<file path="src/sksi_defines.svh">
// Purpose: constants of the skip-and-set execution block
// Assumes: 8-bit data path, 8-bit data memory address
// Notes:   definitions only
`ifndef SKSI_DEFINES_SVH
`define SKSI_DEFINES_SVH

// ****************************************
// widths
// ****************************************
`define SKSI_DATA_W   8
`define SKSI_ADDR_W   8
`define SKSI_BSEL_W   3

// ****************************************
// data values
// ****************************************
`define SKSI_ZERO     8'h00
`define SKSI_ONE      8'h01
`define SKSI_ONES     8'hFF
`define SKSI_ACC_RST  8'h00
`define SKSI_ADDR_RST 8'h00

// ****************************************
// timing
// ****************************************
// cycles spent by a conditional instruction whose skip is taken
`define SKSI_SKIP_CYCLES 2

`endif

</file>
<file path="src/sksi_pkg.sv">
// Purpose: types of the skip-and-set execution block
// Assumes: the decoder hands over one of these codes per instruction
// Notes:   OP_NONE stands for any instruction handled elsewhere
package sksi_pkg;

   typedef enum logic [3:0] {
      OP_NONE,
      OP_DECREMENT_MEM_SKIP_ZERO,
      OP_DECREMENT_TO_ACC_SKIP_ZERO,
      OP_SET_MEM_ONES,
      OP_SET_MEM_BIT,
      OP_INCREMENT_MEM_SKIP_ZERO,
      OP_INCREMENT_TO_ACC_SKIP_ZERO,
      OP_SKIP_IF_OPERAND_NONZERO,
      OP_SKIP_IF_BIT_NONZERO
   } sksi_op_t;

   typedef enum logic {
      SKSI_EXEC,
      SKSI_DUMMY
   } sksi_state_t;

endpackage
</file>
<file path="src/sksi_alu_if.sv">
// Purpose: carrier between the sequencer and the operand unit
// Assumes: purely combinational traffic on one clock
// Notes:   op is OP_NONE whenever nothing is to be executed
`timescale 1ns/10ps
`default_nettype none
`include "sksi_defines.svh"

interface sksi_alu_if;
   import sksi_pkg::*;
   sksi_op_t                  op;
   logic [`SKSI_DATA_W-1:0]   operand;
   logic [`SKSI_BSEL_W-1:0]   bit_sel;
   logic [`SKSI_DATA_W-1:0]   result;
   logic                      mem_we;
   logic                      accum_we;
   logic                      skip;

   modport alu  (input op, operand, bit_sel,
                 output result, mem_we, accum_we, skip);
   modport core (output op, operand, bit_sel,
                 input result, mem_we, accum_we, skip);
endinterface

`default_nettype wire

</file>
<file path="src/sksi_alu.sv">
// Purpose: result, write targets and skip decision for one instruction
// Assumes: operand is the addressed data memory byte
// Notes:   no status flag is produced by any of these operations
`timescale 1ns/10ps
`default_nettype none
`include "sksi_defines.svh"

module sksi_alu
   import sksi_pkg::*;
(
   sksi_alu_if.alu bus
);

   logic [`SKSI_DATA_W-1:0] bit_mask;
   wire  [`SKSI_DATA_W-1:0] inc_val = bus.operand + `SKSI_ONE;
   wire  [`SKSI_DATA_W-1:0] dec_val = bus.operand - `SKSI_ONE;

   genvar i;
   for (i = 0; i < `SKSI_DATA_W; i++) begin : g_mask
      assign bit_mask[i] = (bus.bit_sel == `SKSI_BSEL_W'(i));
   end

   wire is_dec = (bus.op == OP_DECREMENT_MEM_SKIP_ZERO) ||
                 (bus.op == OP_DECREMENT_TO_ACC_SKIP_ZERO);
   wire is_inc = (bus.op == OP_INCREMENT_MEM_SKIP_ZERO) ||
                 (bus.op == OP_INCREMENT_TO_ACC_SKIP_ZERO);
   wire is_ones = (bus.op == OP_SET_MEM_ONES);
   wire is_bset = (bus.op == OP_SET_MEM_BIT);

   // ****************************************
   // result and targets
   // ****************************************
   assign bus.result = is_dec  ? dec_val :
                       is_inc  ? inc_val :
                       is_ones ? `SKSI_ONES :
                       is_bset ? (bus.operand | bit_mask)
                               : bus.operand;

   assign bus.mem_we = (bus.op == OP_DECREMENT_MEM_SKIP_ZERO) ||
                       (bus.op == OP_INCREMENT_MEM_SKIP_ZERO) ||
                       is_ones || is_bset;
   // accumulator forms leave the memory byte alone
   assign bus.accum_we = (bus.op == OP_DECREMENT_TO_ACC_SKIP_ZERO) ||
                         (bus.op == OP_INCREMENT_TO_ACC_SKIP_ZERO);

   // ****************************************
   // skip decision
   // ****************************************
   wire res_zero = (bus.result == `SKSI_ZERO);
   wire byte_nz  = (bus.operand != `SKSI_ZERO);
   wire bit_nz   = |(bus.operand & bit_mask);

   assign bus.skip =
      ((is_dec || is_inc) && res_zero) ||
      ((bus.op == OP_SKIP_IF_OPERAND_NONZERO) && byte_nz) ||
      ((bus.op == OP_SKIP_IF_BIT_NONZERO) && bit_nz);

endmodule

`default_nettype wire

</file>
<file path="src/sksi_exec.sv">
// Purpose: execution of the skip, set and skip-on-count instructions
// Assumes: mem_rdata holds the addressed byte in the cycle of instr_valid
// Notes:   one instruction slot per cycle; flags are never touched
//
// Overview of operation
// - decrement memory byte, write back, skip when new value zero
// - accumulator gets memory byte minus one, memory kept, skip on zero
// - a taken skip adds one dummy cycle, two cycles in total
// - non-zero result of decrement or increment means no skip
// - byte set writes FF to the addressed byte, no flags
// - bit set forces only the selected bit to one
// - increment memory byte, write back, skip when wrapped result zero
// - accumulator gets memory byte plus one, memory kept, skip on zero
// - skip-if-nonzero skips when the operand is not zero, no writes
`timescale 1ns/10ps
`default_nettype none
`include "sksi_defines.svh"

module sksi_exec
   import sksi_pkg::*;
(
   input  wire logic                    clock,
   input  wire logic                    rst_n,
   input  wire logic                    instr_valid,
   input  wire sksi_op_t                instr_op,
   input  wire logic [`SKSI_BSEL_W-1:0] bit_sel,
   input  wire logic [`SKSI_ADDR_W-1:0] mem_addr,
   input  wire logic [`SKSI_DATA_W-1:0] mem_rdata,
   output logic                         mem_we,
   output logic [`SKSI_ADDR_W-1:0]      mem_waddr,
   output logic [`SKSI_DATA_W-1:0]      mem_wdata,
   output logic                         accum_load,
   output logic [`SKSI_DATA_W-1:0]      accumulator,
   output logic                         dummy_cycle,
   output logic                         instr_discard,
   output logic                         pc_advance
);

   // ****************************************
   // state
   // ****************************************
   sksi_state_t             state_reg;
   sksi_state_t             state_next;
   logic                    mem_we_reg;
   logic [`SKSI_ADDR_W-1:0] mem_waddr_reg;
   logic [`SKSI_DATA_W-1:0] mem_wdata_reg;
   logic                    accum_load_reg;
   logic [`SKSI_DATA_W-1:0] accumulator_reg;
   logic [`SKSI_DATA_W-1:0] accumulator_next;

   sksi_alu_if alu_bus ();

   sksi_alu u_alu (
      .bus (alu_bus)
   );

   // ****************************************
   // issue
   // ****************************************
   // the slot after a taken skip carries the skipped instruction
   wire in_dummy = (state_reg == SKSI_DUMMY);
   wire take     = instr_valid && !in_dummy;

   assign alu_bus.op      = take ? instr_op : OP_NONE;
   assign alu_bus.operand = mem_rdata;
   assign alu_bus.bit_sel = bit_sel;

   wire do_mem   = alu_bus.mem_we;
   wire do_accum = alu_bus.accum_we;
   wire do_skip  = alu_bus.skip;

   always_comb begin
      state_next = SKSI_EXEC;
      unique case (state_reg)
         SKSI_EXEC:  state_next = do_skip ? SKSI_DUMMY
                                          : SKSI_EXEC;
         SKSI_DUMMY: state_next = SKSI_EXEC;
      endcase
   end

   assign accumulator_next = do_accum ? alu_bus.result
                                      : accumulator_reg;

   // ****************************************
   // registers
   // ****************************************
   always_ff @(posedge clock) begin
      if (!rst_n) begin
         state_reg <= SKSI_EXEC;
      end else begin
         state_reg <= state_next;
      end
   end

   // write strobe is a one-cycle pulse; a discarded slot never writes
   always_ff @(posedge clock) begin
      if (!rst_n) begin
         mem_we_reg     <= 1'b0;
         accum_load_reg <= 1'b0;
      end else begin
         mem_we_reg     <= do_mem;
         accum_load_reg <= do_accum;
      end
   end

   always_ff @(posedge clock) begin
      if (!rst_n) begin
         mem_waddr_reg <= `SKSI_ADDR_RST;
         mem_wdata_reg <= `SKSI_ZERO;
      end else if (do_mem) begin
         mem_waddr_reg <= mem_addr;
         mem_wdata_reg <= alu_bus.result;
      end
   end

   always_ff @(posedge clock) begin
      if (!rst_n) begin
         accumulator_reg <= `SKSI_ACC_RST;
      end else begin
         accumulator_reg <= accumulator_next;
      end
   end

   // ****************************************
   // outputs
   // ****************************************
   assign mem_we        = mem_we_reg;
   assign mem_waddr     = mem_waddr_reg;
   assign mem_wdata     = mem_wdata_reg;
   assign accum_load    = accum_load_reg;
   assign accumulator   = accumulator_reg;
   assign dummy_cycle   = in_dummy;
   assign instr_discard = instr_valid && in_dummy;
   // executed and discarded slots both move the pc on
   assign pc_advance    = instr_valid;

   wire [`SKSI_DATA_W-1:0] rd_dec = mem_rdata - `SKSI_ONE;
   wire [`SKSI_DATA_W-1:0] rd_inc = mem_rdata + `SKSI_ONE;
endmodule

`default_nettype wire

</file>
<file path="config.mk">
export PLATFORM = sky130hd
export DESIGN_NAME = sksi_exec
export DESIGN_NICKNAME = d
export VERILOG_FILES = /design/src/sksi_pkg.sv /design/src/sksi_alu_if.sv /design/src/sksi_alu.sv /design/src/sksi_exec.sv
export VERILOG_INCLUDE_DIRS = /design/src /design/src/src
export SDC_FILE = /design/constraint.sdc
export NUM_CORES = 1
export LEC_CHECK = 0
export BUFFER_PORTS_ARGS = -buffer_cell sky130_fd_sc_hd__buf_2
export CAP_MARGIN = 20
export CORE_MARGIN = 3
export CORE_UTILIZATION = 35
export CTS_BUF_LIST = sky130_fd_sc_hd__clkbuf_4 sky130_fd_sc_hd__clkbuf_8
export CTS_CLUSTER_DIAMETER = 60
export DETAILED_ROUTE_END_ITERATION = 16
export GPL_ROUTABILITY_DRIVEN = 0
export PLACE_DENSITY = 0.67
export SLEW_MARGIN = 15
export SYNTH_ARGS = -nofsm -noshare
export SYNTH_HDL_FRONTEND = slang
export SYNTH_HIERARCHICAL = 1
export SYNTH_SLANG_ARGS = --single-unit
</file>
<file path="constraint.sdc">
create_clock -name clock -period 3.83 [get_ports clock]
set_input_delay 0.766 -clock clock [delete_from_list [all_inputs] [get_ports clock]]
set_output_delay 0.766 -clock clock [all_outputs]
set_load 0.01 [all_outputs]
</file>
==> impl_metrics.yaml <==
outcome:
  status: "finished clean"
place:
  placed_area_mm2: 0.00208
  place_ws_ns: 0.586
  dp.cells: 313
  hpwl_um: 3270
  port_buffers: 54
logic_synthesis:
  synth-main-ff-cell: "dfxtp_1"
  syn_nets: 233
  yosysWarnings: 6
  synthCells: 204
  synth_edf_count: 0
  async_flop_share_pct: 0
  synthMuxAreaShare_pct: 14.5
  synth_area_mm2: 0.00180
  syn_avg_cell_area_um2: 8.83
  ys_types: 46
  synth_compound_area_share_pct: 13.6
  yosys.area_share.xor_xnor_pct: 3.34
  synth-seq-cells: 27
  synth_top_family_by_area: "simple AND/OR/NAND/NOR gates"
  synthAdderAreaFrac_pct: 2.08
  synth-simple-area-share_pct: 30.1
  yosysSeqAreaShare_pct: 30.0
worst_setup_path:
  worst_ep_required_time_ns: 3.99
  reg2reg_depth: 10
  cpMaxStageDelayCell: "nor4b_2"
  cp-start-kind: "input port"
  critPathMostFrequentCell: "nor2_1"
  critPathBufInv: 1
  crit_path_max_fanout: 12
  crit_family: "simple AND/OR/NAND/NOR gates"
  startpoint: "instr_valid"
  crit_path_max_incr_delay_ns: 0.57
  r2r-start: "dummy_cycle$_SDFF_PP0_"
  endpoint_kind: "flip-flop"
  cp_num_cells: 11
  crit_arrival_ns: 3.11
  crit_type: "input port to flip-flop"
  path_cells: "buf_2, nor2b_1, and2_1, nor4b_2, nand3b_1, a311o_1, a22oi_2, nor2_1, a41o_1, nand2_1, nor2_1"
global_routing:
  grt_max_degree: 28
  gr-usage-met1_pct: 21.4
  top_usage_layer: "met2"
  grt_overflow_total: 0
  grt_pass1_vias: 1552
  grt_pass1_wl_um: 7410
  grt_usage_pct: 14.5
  use_met2_pct: 21.7
  antenna_found_initial: 0
  met3_usage_pct: 3.83
power:
  switching_power_uw: 197
  p_total_uw: 659
  switching_share_pct: 29.8
  powerDensity_mw_per_mm2: 309
  vdd_drop_max_mv: 0.291
  intPower_uw: 463
  p_clk_share_pct: 24.7
  power_frac_seq_pct: 46.7
  pwr-share-comb_pct: 28.5
  leakage_nw: 0.906
clocking:
  postCtsSetupBuffers: 0
  insertion_delay_ns: 0.26
  clkSlewWorstSetupHoldPaths_ns: 0.08
  cts.path.max_buffers: 2
  clockRootBuffer: "clkbuf_8"
  ctsHoldBuffers: 0
  cts_resized: 0
  clock_sinks: 27
  htreeDepth: 1
  cts_buffers: 3
  cts_tree: "done"
sta:
  layout_min_cycle_time_ns: 2.95
  fin_ws_ns: 0.876
  fin_skew_ns: 0.00173
  fmax_mhz: 338
  rsz0062_at_grt: "false"
  finalSetupViolCount: 0
  finalHoldViolations: 0
  fin_crit_sh_pct: 77.1
  tns_ns: 0
  relSlewSlack_pct: 62.1
  drv_slew: 0
  worst_pin_slew_ns: 0.566
  holdWs_ns: 0.511
finish:
  final_common_cell: "buf_2"
  diodes: 0
  nets: 280
  area_delta_synth_final_pct: 18.4
  fin_cells: 317
  finalInstanceArea_mm2: 0.00213
  final_cell_mix: "54 x buf_2, 27 x nor2b_1, 27 x dfxtp_1"
  finish.utilization_pct: 44.0
  drive_gt1_share_pct: 28.8
drt:
  route.vias.total: 1647
  drt_iter0_markers: 92
  drt_pass1_iterations: 4
  via_per_inst: 5.20
  final_antenna_net_count: 0
  finalWirelength_um: 4300
  route.detailed.drc: 0
  wl_per_cell_um: 13.6
die:
  die_w_um: 77.7
  core_mm2: 0.00485
  die-area_mm2: 0.00604
  io_pins: 55
  fp-row-count: 25
  start_util_pct: 37.1
  die_h_um: 77.7
run:
  maxCapViolations: 0
hold_path:
  hold_depth: 1
  hold_path.class: "flip-flop to flip-flop"
  worstHoldStart: "dummy_cycle$_SDFF_PP0_"
## cells in the mapped netlist, types with 2 or more instances
cell type,count,area [um^2]
a211oi_2,2,25.0
a21oi_1,6,30.0
a221oi_1,2,17.5
a22oi_1,2,15.0
a311o_1,2,20.0
a31o_2,2,17.5
a31oi_1,4,25.0
and2_1,6,37.5
and3_1,5,31.3
buf_2,4,20.0
buf_4,2,15.0
clkbuf_1,6,22.5
dfxtp_1,27,541
ha_1,3,37.5
inv_1,7,26.3
mux2i_1,26,260
nand2_1,9,33.8
nand2b_1,5,31.3
nand3_1,3,15.0
nand3b_1,2,15.0
nor2_1,13,48.8
nor2b_1,27,169
nor3_1,8,40.0
nor4_1,2,12.5
nor4b_1,2,17.5
nor4b_2,2,30.0
o21ai_0,2,10.0
o32ai_1,2,17.5
xnor2_1,3,26.3
xor2_1,2,17.5
## logic make-up after synthesis
kind of cell | count (synthesis)
AOI/OAI and AO/OA | 31
DFF | 27
adders and majority gates | 3
muxes | 26
buffers and inverters | 21
and+or+nand+nor | 90
xor gates and xnor gates | 6
## routing by layer
layer	up-vias	wire, um
li1	817	-
met3	4	374
met4	0	30
met2	72	1910
met1	754	1990
met5	-	0
## path summary, 6_finish.rpt
path	end	slack [ns]
hold / removal	dummy_cycle$_SDFF_PP0_	0.51
setup / recovery	dummy_cycle$_SDFF_PP0_	0.88
hold reg to reg	dummy_cycle$_SDFF_PP0_	0.51
setup reg to reg	dummy_cycle$_SDFF_PP0_	1.10
## area by class of cell
type / instances / area (um^2)
clock buffers: 4 / 48.8
repair buffers: 56 / 285
well taps: 67 / 83.8
flip-flops and latches: 27 / 541
multi-input cells: 156 / 1150
inverters: 7 / 26.3
fillers: 489 / 2720
## worst register-to-register path, delay by kind of cell (launching register included)
kind	cells	cell delay, ns
AOI/OAI and AO/OA	3	0.75
and+or+nand+nor	7	1.51
DFF	1	0.36
## power by group through the flow
stage	logic, mW	registers [mW]	clock network, mW
floorplan	0.125	0.323	0
global placement	0.187	0.315	0
detailed placement	0.188	0.314	0
CTS	0.189	0.308	0.168
global route	0.208	0.311	0.178
finish	0.188	0.308	0.163
No activity file was read; power rests on OpenSTA's default activity.
